File: src/hw/ccrp_params.svh
// Register indices, field positions and reset values of the codec control block
`ifndef CCRP_PARAMS_SVH
`define CCRP_PARAMS_SVH
// Register indices; byte address on the bus is four times the index
`define CCRP_IDX_PAGE   8'h00
`define CCRP_IDX_SRST   8'h01
`define CCRP_IDX_RATE   8'h02
`define CCRP_IDX_PLL    8'h04
`define CCRP_IDX_DPATH  8'h07
`define CCRP_IDX_JTYPE  8'h0D
`define CCRP_IDX_JCFG   8'h0E
`define CCRP_IDX_HPPWR  8'h25
`define CCRP_IDX_SCCTL  8'h26
`define CCRP_IDX_SCSTAT 8'h5F
`define CCRP_IDX_JACKA  8'h60
`define CCRP_IDX_JACKB  8'h61
`define CCRP_IDX_ISTAT  8'h78
`define CCRP_IDX_IMASK  8'h79
// Reset values
`define CCRP_RST_ZERO   8'h00
`define CCRP_RST_PLL    8'h10
`define CCRP_RST_SCCTL  8'h04
// Field positions
`define CCRP_BIT_SRST   7
`define CCRP_BIT_PLLEN  7
`define CCRP_BIT_FSREF  7
`define CCRP_BIT_ACCPL  7
`define CCRP_BIT_HPLPWR 7
`define CCRP_BIT_HPRPWR 6
`define CCRP_BIT_SCEN   2
`define CCRP_BIT_SCAUTO 1
`define CCRP_IRQ_HPL    0
`define CCRP_IRQ_HPR    1
`define CCRP_IRQ_JACK   2
// Highest legal rate selector code
`define CCRP_RATE_MAX   4'hA
`endif

File: src/hw/ccrp_pkg.sv
// Types shared by the codec control block
package ccrp_pkg;
  typedef logic [7:0] ccrp_byte_t;
  typedef enum logic [1:0] {
    CCRP_OKAY   = 2'h0,
    CCRP_SLVERR = 2'h2
  } ccrp_resp_e;
  typedef enum logic [1:0] {
    CCRP_JT_NONE = 2'h0,
    CCRP_JT_HP   = 2'h1,
    CCRP_JT_MONO = 2'h2,
    CCRP_JT_HSET = 2'h3
  } ccrp_jack_e;
endpackage : ccrp_pkg

File: src/hw/ccrp_prot_if.sv
// Control and status link between register bank and one driver protector
interface ccrp_prot_if;
  logic pwr_cmd;
  logic prot_en;
  logic auto_pd;
  logic shorted;
  logic in_prot;
  logic tripped;
  logic drv_on;
  modport ctl (output pwr_cmd, prot_en, auto_pd, shorted, input in_prot, tripped, drv_on);
  modport drv (input pwr_cmd, prot_en, auto_pd, shorted, output in_prot, tripped, drv_on);
endinterface : ccrp_prot_if

File: src/hw/ccrp_hp_prot.sv
// Short-circuit protection state of one high-power headphone driver
module ccrp_hp_prot (
  // Clock, reset, enable
  input  wire logic core_clk_i,
  input  wire logic nrst_i,
  input  wire logic ce_i,
  input  wire logic srst_i,
  // Register bank side
  ccrp_prot_if.drv  p
);
  logic in_prot_reg;
  logic tripped_reg;
  logic drv_on_reg;
  logic trip_now;

  // Trip only while powered, auto power-down selected and limit engaged
  assign trip_now = p.auto_pd & p.prot_en & p.shorted & p.pwr_cmd;

  // Limit flag follows the short while protection is enabled
  always_ff @(posedge core_clk_i or negedge nrst_i) begin
    if (!nrst_i) begin
      in_prot_reg <= 1'b0;
    end else if (ce_i) begin
      in_prot_reg <= !srst_i && p.prot_en && p.shorted;
    end
  end

  // Latched trip; a new trip wins over the clear from a power-off command
  always_ff @(posedge core_clk_i or negedge nrst_i) begin
    if (!nrst_i) begin
      tripped_reg <= 1'b0;
    end else if (ce_i) begin
      if (srst_i) begin
        tripped_reg <= 1'b0;
      end else if (trip_now) begin
        tripped_reg <= 1'b1;
      end else if (!p.pwr_cmd) begin
        tripped_reg <= 1'b0;
      end
    end
  end

  // Driver stays down after a trip until commanded off and on again
  always_ff @(posedge core_clk_i or negedge nrst_i) begin
    if (!nrst_i) begin
      drv_on_reg <= 1'b0;
    end else if (ce_i) begin
      drv_on_reg <= !srst_i && p.pwr_cmd && !tripped_reg && !trip_now;
    end
  end

  assign p.in_prot = in_prot_reg;
  assign p.tripped = tripped_reg;
  assign p.drv_on  = drv_on_reg;
endmodule : ccrp_hp_prot

File: src/hw/ccrp_ctrl_regs.sv
// Codec control register bank with AXI4-Lite access and driver protection
//
// The implementer's own choice: the AXI4-Lite register port.
`include "ccrp_params.svh"
module ccrp_ctrl_regs (
  // Clock, reset, enable
  input  wire logic        core_clk_i,
  input  wire logic        nrst_i,
  input  wire logic        ce_i,
  // AXI4-Lite slave
  input  wire logic [9:0]  s_axi_awaddr,
  input  wire logic        s_axi_awvalid,
  output logic             s_axi_awready,
  input  wire logic [31:0] s_axi_wdata,
  input  wire logic [3:0]  s_axi_wstrb,
  input  wire logic        s_axi_wvalid,
  output logic             s_axi_wready,
  output logic [1:0]       s_axi_bresp,
  output logic             s_axi_bvalid,
  input  wire logic        s_axi_bready,
  input  wire logic [9:0]  s_axi_araddr,
  input  wire logic        s_axi_arvalid,
  output logic             s_axi_arready,
  output logic [31:0]      s_axi_rdata,
  output logic [1:0]       s_axi_rresp,
  output logic             s_axi_rvalid,
  input  wire logic        s_axi_rready,
  // Analog status
  input  wire logic        hpl_short_i,
  input  wire logic        hpr_short_i,
  input  wire logic [1:0]  jack_type_i,
  // Analog and clock controls
  output logic             left_headphone_out_on_o,
  output logic             right_headphone_out_on_o,
  output logic             sc_limit_en_o,
  output logic             soft_rst_o,
  output logic [3:0]       adc_div_x2_o,
  output logic [3:0]       dac_div_x2_o,
  output logic             fs_ref_441_o,
  output logic             pll_en_o,
  output logic [4:0]       pll_q_o,
  output logic [3:0]       pll_p_o,
  output logic [23:0]      jack_cfg_o,
  // Interrupt
  output logic             irq_o
);
  ccrp_prot_if hpl_if ();
  ccrp_prot_if hpr_if ();

  logic                page_reg;
  logic                srst_reg;
  ccrp_pkg::ccrp_byte_t rate_reg, pll_reg, dpath_reg, jctl_reg, jcfg_reg;
  ccrp_pkg::ccrp_byte_t pwr_reg, scctl_reg, jacka_reg, jackb_reg;
  logic [1:0]          jt_reg, jt_next;
  logic [2:0]          istat_reg, imask_reg, istat_next, ev;
  logic [1:0]          flag_prev_reg;
  logic [9:0]          aw_addr_reg;
  logic [7:0]          wd_reg;
  logic                aw_held_reg, w_held_reg, wstrb0_reg;
  logic                awready_reg, wready_reg, bvalid_reg, arready_reg, rvalid_reg;
  logic [1:0]          bresp_reg, rresp_reg;
  logic [31:0]         rdata_reg;
  logic [7:0]          aw_idx, ar_idx;
  logic                wr_go, wr_fire, wr_p0, ar_hit, aw_hit;
  ccrp_pkg::ccrp_byte_t rd_byte;

  // Route every index but the page bit to the active page; page 1 is empty
  function automatic logic idx_hit(input logic [7:0] idx, input logic pg);
    logic h;
    h = 1'b0;
    if (idx == `CCRP_IDX_PAGE) begin
      h = 1'b1;
    end else if (!pg) begin
      case (idx)
        `CCRP_IDX_SRST, `CCRP_IDX_RATE, `CCRP_IDX_PLL, `CCRP_IDX_DPATH,
        `CCRP_IDX_JTYPE, `CCRP_IDX_JCFG, `CCRP_IDX_HPPWR, `CCRP_IDX_SCCTL,
        `CCRP_IDX_SCSTAT, `CCRP_IDX_JACKA, `CCRP_IDX_JACKB,
        `CCRP_IDX_ISTAT, `CCRP_IDX_IMASK: h = 1'b1;
        default: h = 1'b0;
      endcase
    end
    return h;
  endfunction : idx_hit

  ////////////////////////////////////////////////////////////////////////////
  // Bus decode
  assign aw_idx  = aw_addr_reg[9:2];
  assign ar_idx  = s_axi_araddr[9:2];
  assign aw_hit  = idx_hit(aw_idx, page_reg);
  assign ar_hit  = idx_hit(ar_idx, page_reg);
  assign wr_go   = ce_i && aw_held_reg && w_held_reg && !bvalid_reg;
  assign wr_fire = wr_go && wstrb0_reg;
  assign wr_p0   = wr_fire && !page_reg;

  // Read mux; only the low byte lane carries data
  always_comb begin
    rd_byte = 8'h00;
    if (ar_idx == `CCRP_IDX_PAGE) begin
      rd_byte = {7'h00, page_reg};
    end else if (!page_reg) begin
      case (ar_idx)
        `CCRP_IDX_RATE:   rd_byte = rate_reg;
        `CCRP_IDX_PLL:    rd_byte = pll_reg;
        `CCRP_IDX_DPATH:  rd_byte = dpath_reg;
        `CCRP_IDX_JTYPE:  rd_byte = {jctl_reg[7], jt_reg, jctl_reg[4:0]};
        `CCRP_IDX_JCFG:   rd_byte = jcfg_reg;
        `CCRP_IDX_HPPWR:  rd_byte = pwr_reg;
        `CCRP_IDX_SCCTL:  rd_byte = scctl_reg;
        `CCRP_IDX_SCSTAT: rd_byte = {hpl_if.in_prot | hpl_if.tripped,
                                     hpr_if.in_prot | hpr_if.tripped, 6'h00};
        `CCRP_IDX_JACKA:  rd_byte = jacka_reg;
        `CCRP_IDX_JACKB:  rd_byte = jackb_reg;
        `CCRP_IDX_ISTAT:  rd_byte = {5'h00, istat_reg};
        `CCRP_IDX_IMASK:  rd_byte = {5'h00, imask_reg};
        default:          rd_byte = 8'h00; // Write-only reset register reads zero
      endcase
    end
  end

  ////////////////////////////////////////////////////////////////////////////
  // Write channel: address and data taken in either order, one at a time
  always_ff @(posedge core_clk_i or negedge nrst_i) begin
    if (!nrst_i) begin
      aw_held_reg <= 1'b0;
      w_held_reg  <= 1'b0;
      awready_reg <= 1'b1;
      wready_reg  <= 1'b1;
      bvalid_reg  <= 1'b0;
      bresp_reg   <= ccrp_pkg::CCRP_OKAY;
      aw_addr_reg <= 10'h000;
      wd_reg      <= 8'h00;
      wstrb0_reg  <= 1'b0;
    end else if (ce_i) begin
      if (s_axi_awvalid && awready_reg) begin
        aw_addr_reg <= s_axi_awaddr;
        aw_held_reg <= 1'b1;
        awready_reg <= 1'b0;
      end
      if (s_axi_wvalid && wready_reg) begin
        wd_reg      <= s_axi_wdata[7:0];
        wstrb0_reg  <= s_axi_wstrb[0];
        w_held_reg  <= 1'b1;
        wready_reg  <= 1'b0;
      end
      if (wr_go) begin
        aw_held_reg <= 1'b0;
        w_held_reg  <= 1'b0;
        bvalid_reg  <= 1'b1;
        bresp_reg   <= aw_hit ? ccrp_pkg::CCRP_OKAY : ccrp_pkg::CCRP_SLVERR;
      end else if (bvalid_reg && s_axi_bready) begin
        bvalid_reg  <= 1'b0;
        awready_reg <= 1'b1;
        wready_reg  <= 1'b1;
      end
    end
  end

  // Read channel: data one cycle after the address is taken
  always_ff @(posedge core_clk_i or negedge nrst_i) begin
    if (!nrst_i) begin
      arready_reg <= 1'b1;
      rvalid_reg  <= 1'b0;
      rdata_reg   <= 32'h0000_0000;
      rresp_reg   <= ccrp_pkg::CCRP_OKAY;
    end else if (ce_i) begin
      if (s_axi_arvalid && arready_reg) begin
        arready_reg <= 1'b0;
        rvalid_reg  <= 1'b1;
        rdata_reg   <= {24'h00_0000, rd_byte};
        rresp_reg   <= ar_hit ? ccrp_pkg::CCRP_OKAY : ccrp_pkg::CCRP_SLVERR;
      end else if (rvalid_reg && s_axi_rready) begin
        rvalid_reg  <= 1'b0;
        arready_reg <= 1'b1;
      end
    end
  end

  ////////////////////////////////////////////////////////////////////////////
  // Self-clearing soft reset: one pulse, then every control register returns to reset
  always_ff @(posedge core_clk_i or negedge nrst_i) begin
    if (!nrst_i) begin
      srst_reg <= 1'b0;
    end else if (ce_i) begin
      srst_reg <= wr_p0 && aw_idx == `CCRP_IDX_SRST && wd_reg[`CCRP_BIT_SRST];
    end
  end

  // Control registers; the reset register itself stores nothing
  always_ff @(posedge core_clk_i or negedge nrst_i) begin
    if (!nrst_i) begin
      page_reg  <= 1'b0;
      rate_reg  <= `CCRP_RST_ZERO;
      pll_reg   <= `CCRP_RST_PLL;
      dpath_reg <= `CCRP_RST_ZERO;
      jctl_reg  <= `CCRP_RST_ZERO;
      jcfg_reg  <= `CCRP_RST_ZERO;
      pwr_reg   <= `CCRP_RST_ZERO;
      scctl_reg <= `CCRP_RST_SCCTL;
      jacka_reg <= `CCRP_RST_ZERO;
      jackb_reg <= `CCRP_RST_ZERO;
      imask_reg <= 3'h0;
    end else if (ce_i) begin
      if (srst_reg) begin
        page_reg  <= 1'b0;
        rate_reg  <= `CCRP_RST_ZERO;
        pll_reg   <= `CCRP_RST_PLL;
        dpath_reg <= `CCRP_RST_ZERO;
        jctl_reg  <= `CCRP_RST_ZERO;
        jcfg_reg  <= `CCRP_RST_ZERO;
        pwr_reg   <= `CCRP_RST_ZERO;
        scctl_reg <= `CCRP_RST_SCCTL;
        jacka_reg <= `CCRP_RST_ZERO;
        jackb_reg <= `CCRP_RST_ZERO;
        imask_reg <= 3'h0;
      end else if (wr_fire && aw_idx == `CCRP_IDX_PAGE) begin
        page_reg <= wd_reg[0];
      end else if (wr_p0) begin
        case (aw_idx)
          `CCRP_IDX_RATE: begin
            // Reserved codes would give no valid rate, so they are dropped
            if (wd_reg[7:4] <= `CCRP_RATE_MAX) rate_reg[7:4] <= wd_reg[7:4];
            if (wd_reg[3:0] <= `CCRP_RATE_MAX) rate_reg[3:0] <= wd_reg[3:0];
          end
          `CCRP_IDX_PLL:   pll_reg   <= wd_reg;
          `CCRP_IDX_DPATH: dpath_reg <= wd_reg;
          `CCRP_IDX_JTYPE: jctl_reg  <= {wd_reg[7], 2'h0, wd_reg[4:0]};
          `CCRP_IDX_JCFG:  jcfg_reg  <= wd_reg;
          `CCRP_IDX_HPPWR: pwr_reg   <= wd_reg;
          `CCRP_IDX_SCCTL: scctl_reg <= wd_reg;
          `CCRP_IDX_JACKA: jacka_reg <= wd_reg;
          `CCRP_IDX_JACKB: jackb_reg <= wd_reg;
          `CCRP_IDX_IMASK: imask_reg <= wd_reg[2:0];
          default: ;
        endcase
      end
    end
  end

  ////////////////////////////////////////////////////////////////////////////
  // Jack type; AC-coupled outputs cannot tell mono, so mono reads as plain
  always_comb begin
    jt_next = jack_type_i;
    if (jcfg_reg[`CCRP_BIT_ACCPL] && jack_type_i == ccrp_pkg::CCRP_JT_MONO) begin
      jt_next = ccrp_pkg::CCRP_JT_HP;
    end
  end

  always_ff @(posedge core_clk_i or negedge nrst_i) begin
    if (!nrst_i) begin
      jt_reg <= ccrp_pkg::CCRP_JT_NONE;
    end else if (ce_i) begin
      jt_reg <= jt_next;
    end
  end

  // Events: protection entered on either driver, jack type changed
  assign ev = {jt_reg != jt_next,
               (hpr_if.in_prot | hpr_if.tripped) & !flag_prev_reg[1],
               (hpl_if.in_prot | hpl_if.tripped) & !flag_prev_reg[0]};
  // Set wins over a write-one clear in the same cycle
  assign istat_next = (istat_reg & ~((wr_p0 && aw_idx == `CCRP_IDX_ISTAT) ?
                      wd_reg[2:0] : 3'h0)) | ev;

  always_ff @(posedge core_clk_i or negedge nrst_i) begin
    if (!nrst_i) begin
      istat_reg     <= 3'h0;
      flag_prev_reg <= 2'h0;
      irq_o         <= 1'b0;
    end else if (ce_i) begin
      flag_prev_reg <= {hpr_if.in_prot | hpr_if.tripped, hpl_if.in_prot | hpl_if.tripped};
      istat_reg     <= srst_reg ? 3'h0 : istat_next;
      irq_o         <= !srst_reg && |(istat_next & imask_reg);
    end
  end

  ////////////////////////////////////////////////////////////////////////////
  // Driver protection, one instance per high-power driver
  assign hpl_if.pwr_cmd = pwr_reg[`CCRP_BIT_HPLPWR];
  assign hpr_if.pwr_cmd = pwr_reg[`CCRP_BIT_HPRPWR];
  assign hpl_if.prot_en = scctl_reg[`CCRP_BIT_SCEN];
  assign hpr_if.prot_en = scctl_reg[`CCRP_BIT_SCEN];
  assign hpl_if.auto_pd = scctl_reg[`CCRP_BIT_SCAUTO];
  assign hpr_if.auto_pd = scctl_reg[`CCRP_BIT_SCAUTO];
  assign hpl_if.shorted = hpl_short_i;
  assign hpr_if.shorted = hpr_short_i;

  ccrp_hp_prot u_hpl (
    .core_clk_i (core_clk_i),
    .nrst_i     (nrst_i),
    .ce_i       (ce_i),
    .srst_i     (srst_reg),
    .p          (hpl_if)
  );
  ccrp_hp_prot u_hpr (
    .core_clk_i (core_clk_i),
    .nrst_i     (nrst_i),
    .ce_i       (ce_i),
    .srst_i     (srst_reg),
    .p          (hpr_if)
  );

  // Decoded controls, registered so every output comes from a flop
  always_ff @(posedge core_clk_i or negedge nrst_i) begin
    if (!nrst_i) begin
      adc_div_x2_o  <= 4'h2;
      dac_div_x2_o  <= 4'h2;
      fs_ref_441_o  <= 1'b0;
      pll_en_o      <= 1'b0;
      pll_q_o       <= 5'h02;
      pll_p_o       <= 4'h8;
      sc_limit_en_o <= 1'b1;
      jack_cfg_o    <= 24'h00_0000;
    end else if (ce_i) begin
      adc_div_x2_o  <= rate_reg[7:4] + 4'h2;
      dac_div_x2_o  <= rate_reg[3:0] + 4'h2;
      fs_ref_441_o  <= dpath_reg[`CCRP_BIT_FSREF];
      pll_en_o      <= pll_reg[`CCRP_BIT_PLLEN];
      pll_q_o       <= (pll_reg[6:4] == 3'h0 && !pll_reg[3]) ? 5'h10 :
                       (pll_reg[6:4] == 3'h0) ? 5'h11 : {1'b0, pll_reg[6:3]};
      pll_p_o       <= (pll_reg[2:0] == 3'h0) ? 4'h8 : {1'b0, pll_reg[2:0]};
      sc_limit_en_o <= scctl_reg[`CCRP_BIT_SCEN];
      jack_cfg_o    <= {jcfg_reg, jacka_reg, jackb_reg};
    end
  end

  assign s_axi_awready = awready_reg;
  assign s_axi_wready  = wready_reg;
  assign s_axi_bvalid  = bvalid_reg;
  assign s_axi_bresp   = bresp_reg;
  assign s_axi_arready = arready_reg;
  assign s_axi_rvalid  = rvalid_reg;
  assign s_axi_rdata   = rdata_reg;
  assign s_axi_rresp   = rresp_reg;
  assign soft_rst_o    = srst_reg;
  assign left_headphone_out_on_o  = hpl_if.drv_on;
  assign right_headphone_out_on_o = hpr_if.drv_on;

  logic ar_take;
  assign ar_take = ce_i && s_axi_arvalid && arready_reg;
endmodule : ccrp_ctrl_regs

File: config.mk
export PLATFORM = sky130hd
export DESIGN_NAME = ccrp_ctrl_regs
export DESIGN_NICKNAME = d
export VERILOG_FILES = /design/src/hw/ccrp_pkg.sv /design/src/hw/ccrp_prot_if.sv /design/src/hw/ccrp_hp_prot.sv /design/src/hw/ccrp_ctrl_regs.sv
export VERILOG_INCLUDE_DIRS = /design/src /design/src/hw
export SDC_FILE = /design/constraint.sdc
export NUM_CORES = 1
export LEC_CHECK = 0
export BUFFER_PORTS_ARGS = -buffer_cell sky130_fd_sc_hd__buf_2
export CELL_PAD_IN_SITES_DETAIL_PLACEMENT = 1
export CELL_PAD_IN_SITES_GLOBAL_PLACEMENT = 2
export CORE_UTILIZATION = 25
export DETAILED_ROUTE_END_ITERATION = 7
export PLACE_DENSITY_LB_ADDON = 0.12
export SETUP_SLACK_MARGIN = 0.15
export SKIP_LAST_GASP = 1
export SYNTH_ARGS = -nofsm -noshare
export SYNTH_HDL_FRONTEND = slang
export SYNTH_HIERARCHICAL = 1
export SYNTH_SLANG_ARGS = --single-unit
export TNS_END_PERCENT = 30
File: constraint.sdc
create_clock -name core_clk_i -period 3.65 [get_ports core_clk_i]
set_input_delay 0.365 -clock core_clk_i [delete_from_list [all_inputs] [get_ports core_clk_i]]
set_output_delay 0.365 -clock core_clk_i [all_outputs]
set_load 0.05 [all_outputs]
=== After elaboration in Yosys (flattened, before gate mapping) ===
Index checks and enable logic that the tools add are counted.

* Bits in registers: 173
* Input port bits: 68
* Output and inout port bits: 89
* Word-level logic and storage cells: 258

* $add $sub $neg: 2
* Order comparisons: 2
* Equal/unequal tests: 31
* Muxes and demuxes: 83
* Bitwise operators: 13
* Reduce and logical (&&, ||, !) cells: 83

{| class="wikitable"
|+ Operators by type and width
! kind !! count
|-
| 2-to-1 mux 8 bit || 38
|-
| one-hot mux 8 bit (12 select lines) || 1
|-
| equality test 8 x 7 -> 1 bit, second input constant || 10
|-
| AND reduction 4 bit || 9
|-
| nonzero test 2 bit || 18
|-
| equality test 8 x 3 -> 1 bit, second input constant || 4
|-
| equality test 8 x 4 -> 1 bit, second input constant || 4
|-
| equality test 8 x 6 -> 1 bit, second input constant || 4
|-
| 2-to-1 mux 1 bit || 30
|-
| logical AND 1 bit || 26
|-
| OR reduction 13 bit || 2
|-
| AND reduction 2 bit || 11
|-
| 2-to-1 mux 3 bit || 6
|-
| equality test 8 x 1 -> 1 bit, second input constant || 2
|-
| equality test 8 x 2 -> 1 bit, second input constant || 2
|-
| logical NOT 8 bit || 2
|-
| 2-to-1 mux 4 bit || 3
|-
| logical NOT 1 bit || 10
|-
| 2-to-1 mux 5 bit || 2
|-
| AND reduction 5 bit || 2
|-
| adder 4 x 2 -> 4 bit, second input constant || 2
|-
| less-or-equal comparator 4 bit, second input constant || 2
|-
| bitwise AND 1 bit || 7
|-
| bitwise AND 3 bit || 2
|-
| 10 further kinds || 15
|}

=== Logic depth before layout (Yosys ltp) ===
* Depth after elaboration: 13
* Gate-level depth with buffers: 8

=== Modules after synthesis ===
The synthesis kept the hierarchy.

{| class="wikitable"
|+ Modules (own cells, without submodules)
! module !! instances !! cells each !! area an instance (sq um) !! seq. area each (sq um)
|-
| ccrp_ctrl_regs || 1 || 732 || 7,851.3 || 4,041.4
|-
| ccrp_hp_prot || 2 || 12 || 143.9 || 75.1
|}

=== Least setup slack after synthesis ===
No wires, ideal clock.

* Path kind: register -> register
* Start point: reg bvalid_reg, in the netlist s_axi_bvalid
* End point: reg pwr_reg[2]
* Arrival: 2,208 ps
* Data required time: 3,525 ps
* Setup slack: 1,317 ps
* Cell stages (with the launch flop): 8
* Path buffers: 2
* Clock period less this slack: 2,333 ps
* Path through: dfrtp_1 nand4b_2 a311oi_4 o21ai_2 buf_6 or2_1 buf_6 mux2_4

* Word-level cells in the longest chain between the ends: 6

{| class="wikitable"
|+ RTL lines
! what !! line !! source
|-
| start: declaration || ccrp_ctrl_regs.sv:60 || <nowiki>logic awready_reg, wready_reg, bvalid_reg, arready_reg, rvalid_reg;</nowiki>
|-
| start signal: assignment || ccrp_ctrl_regs.sv:128 || <nowiki>bvalid_reg <= 1'b0;</nowiki>
|-
| start signal: assignment || ccrp_ctrl_regs.sv:148 || <nowiki>bvalid_reg <= 1'b1;</nowiki>
|-
| start signal: assignment || ccrp_ctrl_regs.sv:151 || <nowiki>bvalid_reg <= 1'b0;</nowiki>
|-
| logical NOT 1 bit (*) || ccrp_ctrl_regs.sv:91 || <nowiki>assign wr_go = ce_i && aw_held_reg && w_held_reg && !bvalid_reg;</nowiki>
|-
| logical AND 1 bit (*) || ccrp_ctrl_regs.sv:91 ||
|-
| logical AND 1 bit (*) || ccrp_ctrl_regs.sv:92 || <nowiki>assign wr_fire = wr_go && wstrb0_reg;</nowiki>
|-
| logical AND 1 bit, on equally long branches || n/a ||
|-
| != test 2 bit (no line) / nonzero test 2 bit (equally long branches) || n/a ||
|-
| AND reduction 4 bit (no line) (*) || n/a ||
|-
| end signal: assignment || ccrp_ctrl_regs.sv:197 || <nowiki>pwr_reg <= `CCRP_RST_ZERO;</nowiki>
|-
| end signal: assignment || ccrp_ctrl_regs.sv:210 || <nowiki>pwr_reg <= `CCRP_RST_ZERO;</nowiki>
|-
| end signal: assignment || ccrp_ctrl_regs.sv:228 || <nowiki>`CCRP_IDX_HPPWR: pwr_reg <= wd_reg;</nowiki>
|-
| end: declaration || ccrp_ctrl_regs.sv:53 || <nowiki>ccrp_pkg::ccrp_byte_t pwr_reg, scctl_reg, jacka_reg, jackb_reg;</nowiki>
|}

Every way passes the cells marked *; elsewhere a longest branch is shown, timed or not.
A chain may end at the register's enable or synchronous reset.

=== Worst setup path in the final report ===
* Start point: reg aw_addr_reg[7]
* End point: reg pwr_reg[4]

* Word-level cells in the longest chain between the ends: 4

{| class="wikitable"
|+ RTL lines
! what !! line !! source
|-
| start: declaration || ccrp_ctrl_regs.sv:57 || <nowiki>logic [9:0] aw_addr_reg;</nowiki>
|-
| start signal: assignment || ccrp_ctrl_regs.sv:135 || <nowiki>aw_addr_reg <= s_axi_awaddr;</nowiki>
|-
| logical NOT 8 bit (no line) || n/a ||
|-
| logical AND 1 bit (no line) || n/a ||
|-
| != test 2 bit (no line) || n/a ||
|-
| AND reduction 4 bit (no line) (*) || n/a ||
|}

Marks and branches as above.

==> flow_metrics.env <==
export IMPL_async_reset_ff_share_pct=100
export IMPL_drive_gt1_share_pct=29.2
export IMPL_start_kind="register"
export IMPL_dp_hpwl_um=20700
export IMPL_yosys_top_cells_count="dfrtp_1, o21ai_0, mux2_2"
export IMPL_pwr_density_cell_mw_per_mm2=543
export IMPL_core_area_mm2=0.0318
export IMPL_via_per_inst=4.85
export IMPL_area_delta_synth_final_pct=18.0
export IMPL_ctsResizeCount=0
export IMPL_fmax_mhz=364
export IMPL_min_period_ns=2.75
export IMPL_rsz0062_at_grt="no"
export IMPL_cts_hold_fix_buffers=0
export IMPL_insertion_delay_ns=0.43
export IMPL_grt_overflow=0
export IMPL_antenna_found_initial=2
export IMPL_grt_max_degree=86
export IMPL_drtIter0Drc=315
export IMPL_finalClockSkew_ns=0.0146
export IMPL_top_register="jack_cfg_o"
export IMPL_end_kind="register"
export IMPL_numClockSinks=167
export IMPL_critPathMaxStageDelay_ns=0.56
export IMPL_fin_nets=911
export IMPL_cts_buffers=17
export IMPL_rows=65
export IMPL_synth_cell_types=69
export IMPL_cap_violations=0
export IMPL_grt_usage_pct=17.2
export IMPL_antenna_cells=0
export IMPL_final_area_mm2=0.00960
export IMPL_placed_area_mm2=0.00901
export IMPL_worstPathArrival_ns=3.05
export IMPL_hold_path_class="in2async"
export IMPL_crit_chain="nor4_4 -> a311oi_4 -> o21ai_2 -> or2_1 -> mux2_4"
export IMPL_cts_tree="yes"
export IMPL_postRouteAntennaNets=0
export IMPL_p_leak_uw=0.00440
export IMPL_total_power_uw=5220
export IMPL_crit_fanout=15
export IMPL_synth_top_area_share_pct=48.3
export IMPL_synth_area_leaders="dfrtp_1, mux2_2, o21ai_0"
export IMPL_grt_pass1_vias=6800
export IMPL_die_area_mm2=0.0333
export IMPL_fp_dieW_um=182
export IMPL_synth_edf_count=0
export IMPL_fillers=3585
export IMPL_ys_flop_type="dfrtp_1"
export IMPL_die_y_um=182
export IMPL_h_tree_depth=4
export IMPL_portBuffers=99
export IMPL_io_pins=157
export IMPL_outcome="finished with violations"
export IMPL_clk_path_buf_depth=2
export IMPL_drcViolationCount=0
export IMPL_setup_viol_count_final=0
export IMPL_synth_area_mm2=0.00814
export IMPL_ff_latch_area_mm2=0.00419
export IMPL_post_cts_setup_buffers=0
export IMPL_final_util_pct=30.2
export IMPL_syn_area_per_cell_um2=10.8
export IMPL_clk_pin_slew_ns=0.07
export IMPL_num_vias=6249
export IMPL_first_pass_iters=4
export IMPL_gp_congestion=0.841
export IMPL_multi_input_area_mm2=0.00361
export IMPL_largest_reg_flops=24
export IMPL_grt_pass1_wl_um=42800
export IMPL_slew_headroom_pct=33.2
export IMPL_wl_um=27500
export IMPL_start_util_pct=25.6
export IMPL_ir_drop_mv=0.282
export IMPL_finalHoldWorstSlack_ns=-0.0507
export IMPL_synth_largest_area_cell="dfrtp_1"
export IMPL_clockRootBuffer="clkbuf_16"
export IMPL_ys_warnings_count=6
export IMPL_ys_seq_area_share_pct=51.5
export IMPL_slowest_stage="o21ai_2"
export IMPL_crit_required_ns=3.95
export IMPL_ys_ff_latch=167
export IMPL_violations="hold timing"
export IMPL_path_class="reg2reg"
export IMPL_tightest_slew_ns=0.992
export IMPL_finalHoldViolCount=10
export IMPL_yosysMostFrequentCell="dfrtp_1"
export IMPL_syn_inst=756
export IMPL_final_setup_tns_ns=0
export IMPL_wl_per_cell_um=21.3
export IMPL_period_share_pct=75.3
export IMPL_slew_viol_final=0
## critical path, delay by kind of cell, from the launching register on
kind	cells	cell delay, ns
AO/OA/AOI/OAI	2	0.78
flip-flops	1	0.46
multiplexers	1	0.34
AND/OR/NAND/NOR	2	1.04
## metal layers
metal	part of all wire (%)	global-route usage, %
met4	0.86	3.43
met3	5.4	3.71
met1	46	23.2
met2	48	28.1
met5	0.047	0
## final cells by class
class                      instances  share of cell area, %
sequential                       167                   43.7
multi-input combinational        530                   37.6
timing repair buffer             114                   6.56
tap                              435                   5.67
clock buffer                      22                   4.84
clock inverter                    10                   1.26
inverter                          11                  0.430
## power by group
group	switching (uW)	internal, uW
clock	791	1050
combinational	748	346
sequential	248	2030
total	1790	3430
## kinds of logic after synthesis
kind of cell,count (synthesis),share of synthesized area (%)
fa+ha+maj,2,0.307
buf+inv,84,5.40
simple gates,209,13.8
xor+xnor,6,0.646
other cells,1,0.0461
mux,86,12.0
flops,167,51.5
compound gates,201,16.4
## placed cells by master, fill, tap and decap left out, types with 19 or more instances in the layout
cell type	count
nor2_1	32
mux2_2	74
nand3_1	32
a21oi_1	32
nand2_1	49
dfrtp_1	157
nor2b_1	19
buf_2	97
conb_1	26
o21ai_0	75
## worst paths after layout
kind                                    to            from  cells past startpoint  slack [ns]
max                             pwr_reg[4]  aw_addr_reg[7]                      5        0.90
min                         jack_cfg_o[23]          nrst_i                      1       -0.05
max reg2reg                     pwr_reg[4]  aw_addr_reg[7]                      5        0.90
min reg2reg                   scctl_reg[0]    scctl_reg[0]                      2        0.49
max in group asynchronous  dac_div_x2_o[1]          nrst_i                      2        2.79
min in group core_clk_i         wstrb0_reg  s_axi_wstrb[0]                      2        0.17
## through the flow
step           cells  setup WS [ns]
5_1_grt         1289          0.664
2_1_floorplan    781           1.32
3_3_place_gp    1257          0.889
4_1_cts         1289          0.838
6_report        1289          0.903
3_5_place_dp    1257          0.870
Power figures use the tool's default switching activity.
